## config.mk

```make
export PLATFORM = sky130hd
export DESIGN_NAME = owd_rx
export DESIGN_NICKNAME = d
export VERILOG_FILES = /design/src/rtl/owd_pkg.sv /design/src/rtl/owd_bit_timer.sv /design/src/rtl/owd_rx.sv
export SDC_FILE = /design/constraint.sdc
export NUM_CORES = 1
export LEC_CHECK = 0
export BUFFER_PORTS_ARGS = -buffer_cell sky130_fd_sc_hd__buf_2
export CAP_MARGIN = 25
export CELL_PAD_IN_SITES_DETAIL_PLACEMENT = 1
export CELL_PAD_IN_SITES_GLOBAL_PLACEMENT = 2
export CORE_MARGIN = 1
export CORE_UTILIZATION = 36
export CTS_CLUSTER_DIAMETER = 200
export CTS_CLUSTER_SIZE = 40
export DETAILED_ROUTE_END_ITERATION = 8
export GPL_ROUTABILITY_DRIVEN = 0
export PLACE_DENSITY_LB_ADDON = 0.1
export SLEW_MARGIN = 20
export SYNTH_ARGS = -nofsm -noshare
export SYNTH_HDL_FRONTEND = slang
export SYNTH_SLANG_ARGS = --single-unit
```

## constraint.sdc

```tcl
create_clock -name aclk -period 3.28 [get_ports aclk]
set_input_delay 0.492 -clock aclk [delete_from_list [all_inputs] [get_ports aclk]]
set_output_delay 0.492 -clock aclk [all_outputs]
set_load 0.02 [all_outputs]
```

## src/rtl/owd_pkg.sv

```systemverilog
// Constants shared by the one-wire dimming command receiver
package owd_pkg;

  // ----------------------------------------------------------------
  // Clock and link timing
  // ----------------------------------------------------------------
  localparam int unsigned CLK_MHZ        = 10;
  localparam int unsigned T_VALACK_NS    = 2000;     // Delay before acknowledge
  localparam int unsigned T_ACKN_NS      = 512000;   // Longest acknowledge pulse
  localparam int unsigned T_SHUTDOWN_NS  = 2500000;  // Least low time that shuts down
  localparam int unsigned T_BIT_MAX_NS   = 600000;   // Bit phase longer than this aborts
  localparam int unsigned VALACK_CYC     = (T_VALACK_NS * CLK_MHZ + 999) / 1000;
  localparam int unsigned ACKN_CYC       = (T_ACKN_NS * CLK_MHZ) / 1000;
  localparam int unsigned SHUTDOWN_CYC   = (T_SHUTDOWN_NS * CLK_MHZ + 999) / 1000;
  localparam int unsigned BIT_MAX_CYC    = (T_BIT_MAX_NS * CLK_MHZ + 999) / 1000;

  // ----------------------------------------------------------------
  // Command layout
  // ----------------------------------------------------------------
  localparam int unsigned CMD_BITS       = 24;
  localparam int unsigned ADDR_MSB       = 23;
  localparam int unsigned ADDR_LSB       = 16;
  localparam int unsigned ACK_REQ_POS    = 10;
  localparam int unsigned BRIGHT_MSB     = 8;
  localparam int unsigned BRIGHT_LSB     = 0;
  localparam logic [7:0]  DEV_ADDR       = 8'h8F;
  localparam logic [8:0]  BRIGHT_RESET   = 9'h1FF;
  localparam int unsigned RATIO          = 2;

  // ----------------------------------------------------------------
  // Register map
  // ----------------------------------------------------------------
  localparam logic [3:0]  REG_CTRL       = 4'h0;
  localparam logic [3:0]  REG_STATUS     = 4'h4;
  localparam logic [3:0]  REG_LAST_CMD   = 4'h8;
  localparam logic [3:0]  REG_COUNTS     = 4'hC;
  localparam logic [1:0]  RESP_OKAY      = 2'h0;
  localparam logic [1:0]  RESP_DECERR    = 2'h3;
  localparam int unsigned CTRL_EN_BIT    = 0;
  localparam logic        CTRL_EN_RESET  = 1'b1;

  // ----------------------------------------------------------------
  // Receiver states
  // ----------------------------------------------------------------
  typedef enum logic [1:0] {
    OWD_RX,
    OWD_VALWAIT,
    OWD_ACK
  } owd_state_t;

endpackage

```

## src/rtl/owd_bit_timer.sv

```systemverilog
// Bit timing of the one-wire line: high/low phase measurement and decode
`timescale 1ns/10ps
`default_nettype none
module owd_bit_timer
  import owd_pkg::*;
#(
  parameter int unsigned CNT_W    = 16,
  parameter int unsigned BIT_MAX  = BIT_MAX_CYC,
  parameter int unsigned SHUTDOWN = SHUTDOWN_CYC
) (
  input  wire logic aclk,
  input  wire logic aresetn,
  input  wire logic line_in,
  input  wire logic clr,
  output logic      bit_stb_q,
  output logic      bit_val_q,
  output logic      bit_err_q,
  output logic      abort_q,
  output logic      shutdown_q
);

  localparam logic [CNT_W-1:0] CNT_MAX = {CNT_W{1'b1}};
  localparam logic [CNT_W-1:0] LIM_BIT = CNT_W'(BIT_MAX);
  localparam logic [CNT_W-1:0] LIM_SHD = CNT_W'(SHUTDOWN);

  logic             line_q;
  logic             in_bit_q;
  logic [CNT_W-1:0] hi_q;
  logic [CNT_W-1:0] lo_q;
  logic [CNT_W-1:0] low_run_q;

  // ----------------------------------------------------------------
  // Edge and ratio decode
  // ----------------------------------------------------------------
  wire logic         fall    = line_q & ~line_in;
  wire logic [CNT_W:0] hi2   = {hi_q, 1'b0};
  wire logic [CNT_W:0] lo2   = {lo_q, 1'b0};
  wire logic         is_zero = ({1'b0, lo_q} >= hi2) && (hi_q != '0);
  wire logic         is_one  = ({1'b0, hi_q} >= lo2) && (lo_q != '0);
  wire logic         too_long = in_bit_q && (line_in ? (hi_q >= LIM_BIT) : (lo_q >= LIM_BIT));

  // Line sample and bit window
  always_ff @(posedge aclk) begin
    if (!aresetn) begin
      line_q   <= 1'b1;
      in_bit_q <= 1'b0;
    end else begin
      line_q   <= line_in;
      in_bit_q <= clr || too_long ? 1'b0 : (fall ? 1'b1 : in_bit_q);
    end
  end

  // Phase counters, restarted at each falling edge
  always_ff @(posedge aclk) begin
    if (!aresetn || fall) begin
      hi_q <= '0;
      lo_q <= {{(CNT_W-1){1'b0}}, 1'b1};
    end else if (line_in) begin
      hi_q <= (hi_q == CNT_MAX) ? hi_q : hi_q + 1'b1;
    end else begin
      lo_q <= (lo_q == CNT_MAX) ? lo_q : lo_q + 1'b1;
    end
  end

  // Bit closes at the next falling edge
  always_ff @(posedge aclk) begin
    if (!aresetn) begin
      bit_stb_q <= 1'b0;
      bit_val_q <= 1'b0;
      bit_err_q <= 1'b0;
      abort_q   <= 1'b0;
    end else begin
      bit_stb_q <= fall && in_bit_q && !clr;
      bit_val_q <= is_one;
      bit_err_q <= !(is_zero || is_one);
      abort_q   <= too_long && !clr;
    end
  end

  // Long low level shuts the device down
  always_ff @(posedge aclk) begin
    if (!aresetn || line_in) begin
      low_run_q  <= '0;
      shutdown_q <= 1'b0;
    end else begin
      low_run_q  <= (low_run_q == CNT_MAX) ? low_run_q : low_run_q + 1'b1;
      shutdown_q <= (low_run_q >= LIM_SHD);
    end
  end

endmodule
`default_nettype wire

```

## src/rtl/owd_rx.sv

```systemverilog
// One-wire dimming command receiver with AXI4-Lite status and control
`timescale 1ns/10ps
`default_nettype none
module owd_rx
  import owd_pkg::*;
#(
  parameter int unsigned CNT_W    = 16,
  parameter int unsigned ACK_LEN  = ACKN_CYC,
  parameter int unsigned BIT_MAX  = BIT_MAX_CYC,
  parameter int unsigned SHUTDOWN = SHUTDOWN_CYC
) (
  input  wire logic        aclk,
  input  wire logic        aresetn,
  input  wire logic [3:0]  s_axi_awaddr,
  input  wire logic        s_axi_awvalid,
  output logic             s_axi_awready,
  input  wire logic [31:0] s_axi_wdata,
  input  wire logic [3:0]  s_axi_wstrb,
  input  wire logic        s_axi_wvalid,
  output logic             s_axi_wready,
  output logic [1:0]       s_axi_bresp,
  output logic             s_axi_bvalid,
  input  wire logic        s_axi_bready,
  input  wire logic [3:0]  s_axi_araddr,
  input  wire logic        s_axi_arvalid,
  output logic             s_axi_arready,
  output logic [31:0]      s_axi_rdata,
  output logic [1:0]       s_axi_rresp,
  output logic             s_axi_rvalid,
  input  wire logic        s_axi_rready,
  input  wire logic        line_in,
  output logic             line_out,
  output logic             line_oe,
  output logic [8:0]       brightness_code
);

  localparam logic [CNT_W-1:0] VAL_LIM = CNT_W'(VALACK_CYC);
  localparam logic [CNT_W-1:0] ACK_LIM = CNT_W'(ACK_LEN);
  localparam logic [4:0]       LAST_BIT = 5'(CMD_BITS - 1);

  owd_state_t       state_q;
  logic [CNT_W-1:0] tmr_q;
  logic [4:0]       bit_cnt_q;
  logic [23:0]      shreg_q;
  logic [23:0]      last_cmd_q;
  logic [15:0]      good_cnt_q;
  logic [15:0]      bad_cnt_q;
  logic             enable_q;
  logic             aw_held_q;
  logic             w_held_q;
  logic [3:0]       awaddr_q;
  logic [31:0]      wdata_q;
  logic [3:0]       wstrb_q;
  logic             bit_stb;
  logic             bit_val;
  logic             bit_err;
  logic             abort;
  logic             shutdown;

  // ----------------------------------------------------------------
  // Bit timing
  // ----------------------------------------------------------------
  wire logic active   = enable_q && !shutdown;
  wire logic tmr_clr  = !active || (state_q != OWD_RX);

  owd_bit_timer #(
    .CNT_W    (CNT_W),
    .BIT_MAX  (BIT_MAX),
    .SHUTDOWN (SHUTDOWN)
  ) u_timer (
    .aclk       (aclk),
    .aresetn    (aresetn),
    .line_in    (line_in),
    .clr        (tmr_clr),
    .bit_stb_q  (bit_stb),
    .bit_val_q  (bit_val),
    .bit_err_q  (bit_err),
    .abort_q    (abort),
    .shutdown_q (shutdown)
  );

  // ----------------------------------------------------------------
  // Frame decode
  // ----------------------------------------------------------------
  // New bit enters at the top so the last bit ends up as bit 23
  wire logic [23:0] cmd_next   = {bit_val, shreg_q[23:1]};
  wire logic        good_bit   = bit_stb && !bit_err;
  wire logic        frame_done = good_bit && (bit_cnt_q == LAST_BIT);
  wire logic        addr_ok    = cmd_next[ADDR_MSB:ADDR_LSB] == DEV_ADDR;
  wire logic        ack_req    = cmd_next[ACK_REQ_POS];
  wire logic        frame_ok   = frame_done && addr_ok;
  wire logic        frame_bad  = (frame_done && !addr_ok) || (bit_stb && bit_err) ||
                                 (abort && bit_cnt_q != '0);
  wire logic        tmr_end    = (state_q == OWD_VALWAIT) ? (tmr_q >= VAL_LIM - 1'b1)
                                                          : (tmr_q >= ACK_LIM - 1'b1);

  // Shift register and bit counter
  always_ff @(posedge aclk) begin
    if (!aresetn || tmr_clr || abort || (bit_stb && bit_err) || frame_done) begin
      bit_cnt_q <= '0;
    end else if (good_bit) begin
      bit_cnt_q <= bit_cnt_q + 1'b1;
    end
  end

  always_ff @(posedge aclk) begin
    if (!aresetn) begin
      shreg_q <= '0;
    end else if (good_bit) begin
      shreg_q <= cmd_next;
    end
  end

  // Brightness register and frame log
  always_ff @(posedge aclk) begin
    if (!aresetn || !active) begin
      brightness_code <= BRIGHT_RESET;
    end else if (frame_ok) begin
      brightness_code <= cmd_next[BRIGHT_MSB:BRIGHT_LSB];
    end
  end

  always_ff @(posedge aclk) begin
    if (!aresetn) begin
      last_cmd_q <= '0;
      good_cnt_q <= '0;
      bad_cnt_q  <= '0;
    end else begin
      last_cmd_q <= frame_done ? cmd_next : last_cmd_q;
      good_cnt_q <= good_cnt_q + 16'(frame_ok);
      bad_cnt_q  <= bad_cnt_q + 16'(frame_bad && active);
    end
  end

  // ----------------------------------------------------------------
  // Acknowledge sequence
  // ----------------------------------------------------------------
  always_ff @(posedge aclk) begin
    if (!aresetn || !active) begin
      state_q <= OWD_RX;
      tmr_q   <= '0;
    end else begin
      tmr_q <= tmr_q + 1'b1;
      case (state_q)
        OWD_RX: begin
          tmr_q <= '0;
          if (frame_ok && ack_req) begin
            state_q <= OWD_VALWAIT;
          end
        end
        OWD_VALWAIT: begin
          if (tmr_end) begin
            state_q <= OWD_ACK;
            tmr_q   <= '0;
          end
        end
        OWD_ACK: begin
          if (tmr_end) begin
            state_q <= OWD_RX;
          end
        end
        default: begin
          state_q <= OWD_RX;
        end
      endcase
    end
  end

  // Pull-down switch: the only thing driven onto the line
  always_ff @(posedge aclk) begin
    if (!aresetn) begin
      line_out <= 1'b0;
      line_oe  <= 1'b0;
    end else begin
      line_out <= 1'b0;
      line_oe  <= active && (state_q == OWD_VALWAIT) && tmr_end ||
                  active && (state_q == OWD_ACK) && !tmr_end;
    end
  end

  // ----------------------------------------------------------------
  // AXI4-Lite write channel
  // ----------------------------------------------------------------
  wire logic aw_hs   = s_axi_awvalid && s_axi_awready;
  wire logic w_hs    = s_axi_wvalid && s_axi_wready;
  wire logic both    = aw_held_q && w_held_q && !s_axi_bvalid;
  wire logic wr_ctrl = both && (awaddr_q == REG_CTRL) && wstrb_q[0];
  wire logic wr_map  = (awaddr_q == REG_CTRL) || (awaddr_q == REG_STATUS) ||
                       (awaddr_q == REG_LAST_CMD) || (awaddr_q == REG_COUNTS);

  always_ff @(posedge aclk) begin
    if (!aresetn) begin
      aw_held_q <= 1'b0;
      w_held_q  <= 1'b0;
      awaddr_q  <= '0;
      wdata_q   <= '0;
      wstrb_q   <= '0;
    end else begin
      aw_held_q <= both ? 1'b0 : (aw_hs ? 1'b1 : aw_held_q);
      w_held_q  <= both ? 1'b0 : (w_hs ? 1'b1 : w_held_q);
      awaddr_q  <= aw_hs ? {s_axi_awaddr[3:2], 2'b00} : awaddr_q;
      wdata_q   <= w_hs ? s_axi_wdata : wdata_q;
      wstrb_q   <= w_hs ? s_axi_wstrb : wstrb_q;
    end
  end

  always_ff @(posedge aclk) begin
    if (!aresetn) begin
      s_axi_awready <= 1'b0;
      s_axi_wready  <= 1'b0;
      s_axi_bvalid  <= 1'b0;
      s_axi_bresp   <= RESP_OKAY;
      enable_q      <= CTRL_EN_RESET;
    end else begin
      s_axi_awready <= !aw_held_q && !aw_hs && !s_axi_bvalid;
      s_axi_wready  <= !w_held_q && !w_hs && !s_axi_bvalid;
      s_axi_bvalid  <= both ? 1'b1 : (s_axi_bready ? 1'b0 : s_axi_bvalid);
      s_axi_bresp   <= both ? (wr_map ? RESP_OKAY : RESP_DECERR) : s_axi_bresp;
      enable_q      <= wr_ctrl ? wdata_q[CTRL_EN_BIT] : enable_q;
    end
  end

  // ----------------------------------------------------------------
  // AXI4-Lite read channel
  // ----------------------------------------------------------------
  wire logic        ar_hs   = s_axi_arvalid && s_axi_arready;
  wire logic [3:0]  raddr   = {s_axi_araddr[3:2], 2'b00};
  wire logic [31:0] status  = {20'h0_0000, shutdown, (state_q != OWD_RX),
                               (bit_cnt_q != '0), brightness_code};
  wire logic        rd_map  = (raddr == REG_CTRL) || (raddr == REG_STATUS) ||
                              (raddr == REG_LAST_CMD) || (raddr == REG_COUNTS);
  wire logic [31:0] rd_mux  = (raddr == REG_CTRL)     ? {31'h0000_0000, enable_q} :
                              (raddr == REG_STATUS)   ? status :
                              (raddr == REG_LAST_CMD) ? {8'h00, last_cmd_q} :
                              (raddr == REG_COUNTS)   ? {bad_cnt_q, good_cnt_q} :
                              32'h0000_0000;

  always_ff @(posedge aclk) begin
    if (!aresetn) begin
      s_axi_arready <= 1'b0;
      s_axi_rvalid  <= 1'b0;
      s_axi_rdata   <= '0;
      s_axi_rresp   <= RESP_OKAY;
    end else begin
      s_axi_arready <= !s_axi_rvalid && !ar_hs;
      s_axi_rvalid  <= ar_hs ? 1'b1 : (s_axi_rready ? 1'b0 : s_axi_rvalid);
      s_axi_rdata   <= ar_hs ? rd_mux : s_axi_rdata;
      s_axi_rresp   <= ar_hs ? (rd_map ? RESP_OKAY : RESP_DECERR) : s_axi_rresp;
    end
  end

endmodule
`default_nettype wire

```

Yosys cells after proc, flatten, opt, wreduce, memory -nomap -nowiden
Cells that the tools add are included.
{ "op_classes": {"magnitude_cmp": 7, "mux": 18, "n_reduce_logical": 79, "add_sub_neg": 7, "n_bitwise": 5, "eq_ne": 16} }
{ "op_table": {"columns": ["op", "n"], "rows": [
  ["2-to-1 mux 32 bit", 4],
  ["adder 16 x 1 -> 16 bit (second input constant)", 4],
  ["equality test 16 bit (second input constant)", 3],
  [">= comparator 16 x 13 -> 1 bit (second input constant)", 3],
  [">= comparator 16 x 17 -> 1 bit", 2],
  ["adder 16 x 1 -> 16 bit", 2],
  ["one-hot mux 16 bit (2 select lines)", 1],
  ["nonzero test 16 bit", 2],
  ["logical AND 1 bit", 31],
  ["logical OR 1 bit", 19],
  [">= comparator 16 x 15 -> 1 bit (second input constant)", 1],
  [">= comparator 16 x 5 -> 1 bit (second input constant)", 1],
  ["2-to-1 mux 16 bit", 1],
  ["logical NOT 1 bit", 15],
  ["equality test 2 bit (second input constant)", 5],
  ["2-to-1 mux 2 bit", 5],
  ["equality test 8 bit (second input constant)", 1],
  ["logical NOT 4 bit", 2],
  ["equality test 2 x 1 -> 1 bit (second input constant)", 3],
  ["2-to-1 mux 1 bit", 6],
  ["!= test 2 bit (second input constant)", 3],
  ["one-hot mux 2 bit (3 select lines)", 1],
  ["nonzero test 2 bit", 3],
  ["adder 5 x 1 -> 5 bit (second input constant)", 1],
  ["other kinds (8)", 13]
]} }
{ "totals": {"output_inout_bits": 52, "reg_bits": 216, "elab_cells": 165, "in_bits": 52} }

Logic depth before layout (Yosys ltp)
Gate-level depths: netlist of the first run.
{ "depth": {"word_depth": 8, "mapped_depth": 13} }

Hierarchy
A second synthesis of the first run with hierarchy kept.
{ "unflattened": {"hier_cells": 1147, "area_unflattened_um2": 9854.5} }
{ "modules_own_cells": {"columns": ["module", "area_per_inst_um2", "cells_each", "instances", "seq_area_each_um2"], "rows": [
  ["owd_rx", 6506.2, 738, 1, 3163.0],
  ["owd_bit_timer", 3348.2, 409, 1, 1101.1]
]} }

Least setup slack after synthesis of the first run
No wires, ideal clock.
{ "synth_timing": {"path_type": "register -> register", "startpoint": "register bit_cnt_q[0]", "endpoint": "register good_cnt_q[14]", "stages_incl_launch_ff": 14, "setup_ns": 0.115, "synth_period_minus_slack_ns": 2.572, "setup_slack_ns": 0.708, "t_arrival_ns": 2.457, "t_required_ns": 3.165, "path_buffers": 2, "cell_sequence": "dfxtp_1 ha_1 nand4b_1 or3b_1 buf_2 nor2_4 buf_6 ha_1 ha_1 nand2_1 nor3_1 nand2_1 xnor2_1 and2_1"} }
{ "synth_via": {"elab_chain_len": 4} }
{ "synth_rtl": {"columns": ["item", "line", "source"], "rows": [
  ["start, declared", "owd_rx.sv:43", "logic [4:0] bit_cnt_q;"],
  ["start signal, assigned", "owd_rx.sv:102", "bit_cnt_q <= bit_cnt_q + 1'b1;"],
  ["equality test 5 bit", "owd_rx.sv:88", "wire logic frame_done = good_bit && (bit_cnt_q == LAST_BIT);"],
  ["logical AND 1 bit", "owd_rx.sv:88", null],
  ["logical AND 1 bit", "owd_rx.sv:91", "wire logic frame_ok = frame_done && addr_ok;"],
  ["adder 16 x 1 -> 16 bit", "owd_rx.sv:130", "good_cnt_q <= good_cnt_q + 16'(frame_ok);"],
  ["end signal, assigned", "owd_rx.sv:130", null],
  ["end, declared", "owd_rx.sv:46", "logic [15:0] good_cnt_q;"]
]} }
No other way between the ends.
A chain may end at the register's enable or synchronous reset.

Worst setup path in the final report of the first run
{ "layout_timing": {"startpoint": "register bit_cnt_q[0]", "endpoint": "register bad_cnt_q[10]"} }
{ "layout_via": {"elab_chain_len": 7, "word_cells_on_any_way": 9, "classes_between": "add/sub (1); eq/ne (1); reduce/logical (7)"} }
{ "layout_rtl": {"columns": ["item", "line", "source"], "rows": [
  ["equality test 5 bit", "owd_rx.sv:88", null],
  ["logical AND 1 bit", "owd_rx.sv:88", null],
  ["logical AND 1 bit", "owd_rx.sv:92", "wire logic frame_bad = (frame_done && !addr_ok) || (bit_stb && bit_err) ||"],
  ["logical OR 1 bit", "owd_rx.sv:92", null],
  ["logical OR 1 bit *", "owd_rx.sv:92", null],
  ["logical AND 1 bit *", "owd_rx.sv:131", "bad_cnt_q <= bad_cnt_q + 16'(frame_bad && active);"],
  ["adder 16 x 1 -> 16 bit *", "owd_rx.sv:131", null],
  ["end signal, assigned", "owd_rx.sv:131", null],
  ["end, declared", "owd_rx.sv:47", "logic [15:0] bad_cnt_q;"]
]} }
Mark *: on every way between the ends. The rest lies on a longest branch, timed or not.

==> flow_metrics.tcl, run 1 <==
set metrics [dict create \
    synth_edf_count 0 \
    dp_cells 1535 \
    fin_skew_ns 0.0354 \
    hold_viol 0 \
    drt_iter0_markers 405 \
    slew_headroom 0.400 \
    synth_area_leaders "dfxtp_1 43%, nand2_1 7.0%, ha_1 5.4%" \
    dieArea_um2 28400 \
    grt_max_degree 51 \
    async_flop_share 0 \
    synthCells 1138 \
    fillers 3158 \
    final_area_um2 10900 \
    busiest_layer "met2" \
    finalPower_mw 4.20 \
    max_freq_ghz 0.363 \
    ys_ff_latch 213 \
    clk_latency_ns 0.49 \
    drc 0 \
    io_buffers 64 \
    dieWidth_um 169 \
    clock_path_buffers 3 \
    core_region_area_um2 27100 \
    finalCritPeriodShare 0.839 \
    synth_top_area_share 0.427 \
    clock-sinks 213 \
    final_cells 1545 \
    syn_area_um2 9980 \
    synthFlopType "dfxtp_1" \
    dp_hpwl_um 17000 \
    cp_data_required_time_ns 3.68 \
    tightest_slew_ns 0.892 \
    ys_types 69 \
    n_antenna_cell 0 \
    antenna_found_initial 0 \
    rsz0062_at_grt "false" \
    yosysMostFrequentCell "dfxtp_1" \
    status "finished clean" \
    initial_core_util 0.368 \
    finalSetupTns_ns 0 \
    power_density_nw_per_um2 386 \
    cts_setup_buffers 0 \
    use_met3 0.0157 \
    grt.met2_usage 0.295 \
    synth_nets 1233 \
    drive_gt1_frac 0.0997 \
    post_cts.resized_instances 0 \
    ys_top_cells_by_count "213 x dfxtp_1, 186 x nand2_1, 70 x nor2_1" \
    cellLeakagePower_nw 3.90 \
    first_pass_iters 4 \
    hold_path.class "input pin to flop" \
    crit_arrival_ns 3.15 \
    cts.clk_slew.worst_paths_ns 0.14 \
    synth-seq-area-share 0.427 \
    htree_levels 1 \
    synth_top_area_cell "dfxtp_1" \
    wl_um 23700 \
    maxSlewViolCount 0 \
    ant_nets 0 \
    peakVddDrop_v 0.000287 \
    num_rows 60 \
    grt.met1_usage 0.239 \
    synthToLayoutAreaGrowth_pct 9.01 \
    syn_area_per_cell_um2 8.77 \
    synth_warnings 0 \
    grt_overflow 0 \
    placed_cell_area_um2 10600 \
    vias_per_cell 5.04 \
    ioPinCount 104 \
    cts_tree "built" \
    setup_viol 0 \
    worstSetupPathType "flop to flop" \
    nets 1269 \
    maxCapViolCount 0 \
    grt_util_all_layers 0.173 \
    vias 7790 \
    cts_hold_buf 0 \
    cts_inserted_buffers 9 \
    post_drt_wl_per_cell_um 15.3 \
    grt_pass1_vias 7873 \
    endpoint_kind "flop" \
    start_kind "flop" \
    grt_pass1_wl_um 40800 \
    worst-path-max-fanout 4 \
    die-height_um 169 \
    min_period_ns 2.75 \
    root_buffer "clkbuf_16" \
]
-- critical path, stage by stage, from the launching register on --
cell and delay (ns):
dfxtp_1 0.36, inv_1 0.08, ha_1 0.14, or4b_2 0.63
a222oi_1 0.26, nor3b_1 0.11, ha_1 0.25, ha_1 0.26
and3_1 0.24, nand4_1 0.12, xnor2_1 0.06, and2_1 0.15
-- placed cells by master, fill, tap and decap left out, types with 13 or more instances in the layout --
cell type,count
a21oi_1,37
dfxtp_1,213
nor3_1,15
mux2i_1,25
xnor2_1,47
nand2_1,186
buf_2,63
and2_1,45
o21ai_0,44
nand3_1,44
xor2_1,19
and3_1,13
ha_1,43
a21boi_0,57
nor2_1,70
nand4_1,19
inv_1,46
-- sequential cells by signal, indices dropped and copies added (netlist names), 2 cells and up --
signal	count
awaddr_q	2
brightness_code	9
last_cmd_q	24
state_q	2
u_timer.hi_q	16
good_cnt_q	16
bad_cnt_q	16
bit_cnt_q	5
shreg_q	23
u_timer.low_run_q	16
u_timer.lo_q	16
tmr_q	16
s_axi_rdata	32
-- cell type report --
class	count	area, um2	area share
Inverter	46	173	0.0159
Multi-Input combinational cell	830	5330	0.489
Timing Repair Buffer	74	398	0.0366
Clock buffer	9	225	0.0207
Tap cell	372	465	0.0428
Sequential cell	213	4260	0.392
Clock inverter	1	30.0	0.00276
-- worst paths after layout --
path / startpoint / endpoint / slack [ns] / depth (start not counted)
setup reg to reg: bit_cnt_q[0] / bad_cnt_q[10] / 0.53 / 11
hold / removal: s_axi_awaddr[3] / awaddr_q[3] / 0.25 / 3
hold reg to reg: s_axi_rvalid / s_axi_arready / 0.45 / 1
setup / recovery: bit_cnt_q[0] / bad_cnt_q[10] / 0.53 / 11
-- metrics by stage --
stage          utilization  hold slack [ns]  setup slack, ns
6_report             0.402            0.252            0.528
5_1_grt              0.402            0.250            0.261
4_1_cts              0.401            0.239            0.470
3_5_place_dp         0.392            0.429            0.503
3_3_place_gp         0.392            0.430            0.501
2_1_floorplan            -            0.420            0.708
-- logic make-up (layout without fill, tap and decap cells) --
group                      count (synthesis)  after routing  share of synthesized area
and+or+nand+nor                          473            473                      0.239
DFF                                      213            213                      0.427
AOI/OAI and AO/OA                        211            211                      0.143
buffers and inverters                     95            130                     0.0397
xor gates and xnor gates                  66             66                     0.0579
adders and majority gates                 43             43                     0.0539
muxes                                     36             36                     0.0386
other                                      1              1                   0.000376
-- report_power, final --
group	internal (mW)	leakage [nW]	total, mW	switching [mW]
Clock	0.520	0.122	1.37	0.847
Sequential	2.61	1.72	2.63	0.0210
Combinational	0.0725	2.06	0.205	0.132
Total	3.20	3.90	4.20	1.00
-- layer usage --
| layer | part of all wire | up-vias |
|---|---|---|
| met4 | 0.011 | 0 |
| met2 | 0.46 | 58 |
| li1 | - | 3992 |
| met1 | 0.51 | 3723 |
| met5 | 0 | - |
| met3 | 0.018 | 17 |
No activity file was read; power rests on OpenSTA's default activity.
==> run 2, diff against run 1 <==
CORE_UTILIZATION = 33   (was 36)
clock period = 2.45 ns   (was 3.28 ns; I/O delays follow)
==> flow_metrics.tcl, run 2 (synthesis results as in run 1) <==
set metrics [dict create \
    layout_commonest_cell "dfxtp_1" \
    vias_per_cell 4.94 \
    nets 1313 \
    p_switching_mw 1.36 \
    vias 7939 \
    num_rows 63 \
    final_util 0.384 \
    grt_util_all_layers 0.161 \
    start_kind "flop" \
    root_buffer "clkbuf_16" \
    grt_overflow 0 \
    regMostFlops "s_axi_rdata" \
    violations "negative setup slack" \
    p_sw_frac 0.240 \
    ant_nets 0 \
    core_region_area_um2 29700 \
    endpoint_kind "flop" \
    power_frac_seq 0.622 \
    synthToLayoutAreaGrowth_pct 14.2 \
    largest_reg_flops 32 \
    dp_hpwl_um 18000 \
    initial_core_util 0.336 \
    final_area_um2 11400 \
    maxCapViolCount 0 \
    htree_levels 1 \
    setup_viol 4 \
    clock-sinks 213 \
    rsz0062_at_grt "true" \
    max_freq_ghz 0.403 \
    worstSetupPathType "flop to flop" \
    post_drt_wl_per_cell_um 15.3 \
    status "complete, but fails checks" \
    clock_path_buffers 3 \
    dieArea_um2 30900 \
    cts_inserted_buffers 9 \
    ioPinCount 104 \
    fillers 3460 \
    wl_um 24700 \
    hold_viol 0 \
    rrSetupSlack_ns -0.03 \
    placed_cell_area_um2 11000 \
    power_frac_comb 0.052 \
    worst-path-max-fanout 4 \
    crit_arrival_ns 2.89 \
    die-height_um 176 \
    grt_pass1_vias 7942 \
    antenna_found_initial 0 \
    layout_common_cells "211 x dfxtp_1, 184 x nand2_1, 66 x nor2_1" \
    finalCritPeriodShare 1.01 \
    cp_data_required_time_ns 2.85 \
    slew_headroom 0.528 \
    drive_gt1_frac 0.152 \
    dieWidth_um 176 \
    io_buffers 64 \
    peakVddDrop_v 0.000388 \
    min_period_ns 2.48 \
    cts_tree "built" \
    whs_ns 0.127 \
    grt_pass1_wl_um 41200 \
    maxSlewViolCount 0 \
    clock_power_share 0.326 \
    hold_path.class "input pin to flop" \
    drc 0 \
    drt_iter0_markers 263 \
    tightest_slew_ns 0.707 \
    fin_skew_ns 0.0285 \
    first_pass_iters 4 \
    cts_hold_buf 0 \
    finalPower_mw 5.66 \
    fin_ws_ns -0.0324 \
    dp_slack_ns -0.154 \
    n_antenna_cell 0 \
    internal-power_mw 4.30 \
    cts.clk_slew.worst_paths_ns 0.14 \
    grt_max_degree 41 \
    power_density_nw_per_um2 496 \
    cellLeakagePower_nw 4.17 \
    top_regs "s_axi_rdata (32), last_cmd_q (24), shreg_q (23)" \
    clk_latency_ns 0.49 \
]
==> run 2: layout make-up <==
| type | count | area [um2] | area share |
|---|---|---|---|
| Clock buffer | 9 | 225 | 0.0198 |
| Clock inverter | 1 | 30.0 | 0.00263 |
| Inverter | 46 | 175 | 0.0154 |
| Multi-Input combinational cell | 830 | 5480 | 0.481 |
| Sequential cell | 213 | 4270 | 0.374 |
| Tap cell | 390 | 488 | 0.0428 |
| Timing Repair Buffer | 118 | 732 | 0.0642 |
==> run 2: routing by layer <==
metal / global-route usage / wire [um]
met1: 0.222 / 12300
met2: 0.273 / 11600
met3: 0.0173 / 509
met4: 0.0312 / 261
met5: 0 / 0
==> run 2: power by group through the flow <==
stage                     clock (mW)  sequential [mW]  combinational (mW)
after floorplan                    0             3.61               0.182
after global placement             0             3.60               0.301
after detailed placement           0             3.60               0.303
after CTS                       1.97             3.52               0.306
after global routing            2.08             3.53               0.333
final                           1.84             3.52               0.295
==> run 2: per-stage QoR <==
step,std cells,TNS [ns]
final,1607,-0.0932
after global routing,1607,-1.37
after CTS,1604,-0.0518
after detailed placement,1592,-1.26
after global placement,1592,-0.792
after floorplan,1138,0
==> run 2: timing repair <==
| item | 4_1_cts | 5_1_grt |
|---|---|---|
| gates resized for setup | 11 | 12 |
| pin swaps | 8 | 18 |
| endpoints found under the hold margin | 0 | 0 |
| buffers inserted | 2 | 5 |
| endpoints found under the setup margin | 17 | 19 |
==> run 2: worst paths after layout <==
path         cells past startpoint            end           start
max                             11  bad_cnt_q[10]    bit_cnt_q[0]
min                              3     wstrb_q[0]  s_axi_wstrb[0]
max reg2reg                     11  bad_cnt_q[10]    bit_cnt_q[0]
min reg2reg                      1  s_axi_awready       aw_held_q
==> run 2: worst max-delay path: stages, from the launching register on <==
cell and delay [ns]:
dfxtp_4 0.40, inv_4 0.06, ha_4 0.10, or4b_4 0.45, a222oi_1 0.39, nor3b_2 0.11, ha_2 0.24, ha_4 0.16
and3_4 0.18, nand4_1 0.10, xnor2_1 0.06, and2_1 0.15
==> run 3, diff against run 2 <==
ABC_AREA = 1   (was unset)
CORE_UTILIZATION = 30   (was 33)
==> flow_metrics.tcl, run 3 <==
set metrics [dict create \
    synth_top_area_share 0.420 \
    async_flop_share 0 \
    wl_um 29800 \
    cts_inserted_buffers 9 \
    cpPeakStageDelay_ns 0.40 \
    synthToLayoutAreaGrowth_pct 14.6 \
    clock_path_buffers 3 \
    layout_commonest_cell "nand2_1" \
    dp_cells 1904 \
    setup_viol 0 \
    initial_core_util 0.304 \
    dieWidth_um 186 \
    internal-power_mw 4.31 \
    dieArea_um2 34600 \
    post_drt_wl_per_cell_um 15.5 \
    ioPinCount 104 \
    syn_area_per_cell_um2 7.24 \
    ys_types 48 \
    cp_data_required_time_ns 2.85 \
    first_pass_iters 6 \
    finalCritPeriodShare 0.957 \
    max_freq_ghz 0.427 \
    slew_headroom 0.418 \
    placed_cell_area_um2 11000 \
    status "complete, but fails checks" \
    endpoint_kind "flop" \
    min_period_ns 2.34 \
    yosysMostFrequentCell "nand2_1" \
    p_sw_frac 0.254 \
    synth_nets 1499 \
    ys_top_cells_by_count "307 x nand2_1, 213 x dfxtp_1, 185 x nor2_1" \
    top_regs "s_axi_rdata (32), last_cmd_q (24), shreg_q (23)" \
    regMostFlops "s_axi_rdata" \
    synth_edf_count 0 \
    num_rows 67 \
    n_antenna_cell 0 \
    io_buffers 64 \
    htree_levels 1 \
    rsz0062_at_grt "true" \
    dp_hpwl_um 21900 \
    core_region_area_um2 33400 \
    cts.clk_slew.worst_paths_ns 0.16 \
    syn_area_um2 10200 \
    die-height_um 186 \
    crit_slowest_cell "dfxtp_1" \
    grt_overflow 0 \
    synthFlopType "dfxtp_1" \
    hold_viol 0 \
    synth_warnings 0 \
    final_area_um2 11600 \
    start_kind "flop" \
    clock_power_share 0.327 \
    maxCapViolCount 0 \
    clock-sinks 213 \
    grt_util_all_layers 0.173 \
    worstSetupPathType "flop to flop" \
    p_switching_mw 1.47 \
    grt_pass1_vias 9083 \
    synthCells 1404 \
    crit_top_cell "buf_4" \
    clk_latency_ns 0.50 \
    vias_per_cell 4.78 \
    vias 9210 \
    synth_area_leaders "dfxtp_1 42%, nand2_1 11%, nor2_1 6.8%" \
    fillers 4161 \
    fin_skew_ns 0.0475 \
    violations "design-rule violations" \
    grt_pass1_wl_um 47800 \
    power_frac_comb 0.060 \
    nets 1575 \
    cellLeakagePower_nw 4.73 \
    crit_arrival_ns 2.74 \
    largest_reg_flops 32 \
    worst-path-max-fanout 4 \
    power_frac_seq 0.613 \
    final_cells 1927 \
    layout_common_cells "301 x nand2_1, 210 x dfxtp_1, 179 x nor2_1" \
    ant_nets 0 \
    maxSlewViolCount 0 \
    synth_top_area_cell "dfxtp_1" \
    drive_gt1_frac 0.130 \
    tightest_slew_ns 0.870 \
    grt_max_degree 83 \
    ys_ff_latch 213 \
    timing.critical_path.cells "nand2_1 > nor4_4 > nor2_2 > nor2_1 > a21oi_2 > ha_4 > ha_4 > nand3_4 > nor2_4 > buf_4 > buf_4 > buf_4 > buf_4 > nor2_1 > nor3_1" \
    drt_iter0_markers 359 \
    synth-seq-area-share 0.420 \
    drc 2 \
    cts_tree "built" \
    hold_path.class "input pin to flop" \
    peakVddDrop_v 0.000452 \
    antenna_found_initial 0 \
    power_density_nw_per_um2 496 \
    root_buffer "clkbuf_16" \
    finalSetupTns_ns 0 \
]
## run 3: cell count changes in the layout (fill, tap and decap cells not counted), moves of 39 or more
cell      before  now
a21boi_0      55    0
a21oi_1       37   99
and2_1        45    0
inv_1         44  159
xnor2_1       47    8
nor2_1        66  179
nand2_1      184  301
o21ai_0       44   90
## run 3: timing repair
item,CTS,global route
hold buffers,0,0
pin swaps,15,22
resized for setup,28,31
gates cloned,0,1
setup buffers,6,6
endpoints found under the setup margin,11,18
## run 3: final timing paths
| kind | startpoint | slack (ns) | cells past startpoint | to |
|---|---|---|---|---|
| worst max-delay path | shreg_q[19] | 0.11 | 15 | bad_cnt_q[6] |
| worst min-delay path | s_axi_rready | 0.05 | 2 | s_axi_rvalid |
| worst max register to register | shreg_q[19] | 0.11 | 15 | bad_cnt_q[6] |
| worst min register to register | w_held_q | 0.43 | 1 | s_axi_wready |
## run 3: routing by layer
layer	vias to the layer above	wire (um)	share of wire	global-route usage
met5	-	0	0	0
met4	0	410	0.014	0.0334
met3	22	527	0.018	0.0139
met2	84	13700	0.46	0.294
met1	4383	15200	0.51	0.239
li1	4721	-	-	-
## run 3: power by group through the flow
stage | registers [mW] | logic, mW | clock network, mW
floorplan | 3.62 | 0.219 | 0
global placement | 3.62 | 0.351 | 0
detailed placement | 3.62 | 0.354 | 0
CTS | 3.54 | 0.356 | 1.99
global route | 3.55 | 0.394 | 2.08
finish | 3.54 | 0.347 | 1.89
## run 3: final cells by class
type / count / area [um2] / share of cell area
Multi-Input combinational cell: 982 / 5250 / 0.451
Sequential cell: 213 / 4270 / 0.366
Timing Repair Buffer: 108 / 681 / 0.0585
Inverter: 166 / 627 / 0.0538
Tap cell: 448 / 561 / 0.0481
Clock buffer: 9 / 225 / 0.0193
Clock inverter: 1 / 30.0 / 0.00258
## run 3: cells by family after synthesis
family / count (synthesis) / synth area share
XOR/XNOR: 22 / 0.0190
buffers and inverters: 209 / 0.0842
adder cells (fa/ha/maj): 43 / 0.0529
AND/OR/NAND/NOR: 661 / 0.282
other: 1 / 0.000369
flip-flops: 213 / 0.420
AO/OA/AOI/OAI: 255 / 0.142
## run 3: per-stage QoR
step / worst slack [ns] / hold WS (ns) / power, mW / utilization
finish: 0.106 / 0.0460 / 5.77 / 0.348
global route: -0.100 / 0.0342 / 6.03 / 0.348
CTS: -0.0159 / 0.0323 / 5.89 / 0.342
detailed placement: -0.172 / 0.416 / 3.97 / 0.330
global placement: -0.157 / 0.410 / 3.97 / 0.330
floorplan: 0.0275 / 0.398 / 3.84 / -
## run 3: critical path, delay by kind of cell (launching register included)
family | cells | cell delay (ns)
buffers and inverters | 4 | 0.49
AOI/OAI and AO/OA | 1 | 0.09
and+or+nand+nor | 8 | 0.91
DFF | 1 | 0.40
adders and majority gates | 2 | 0.36
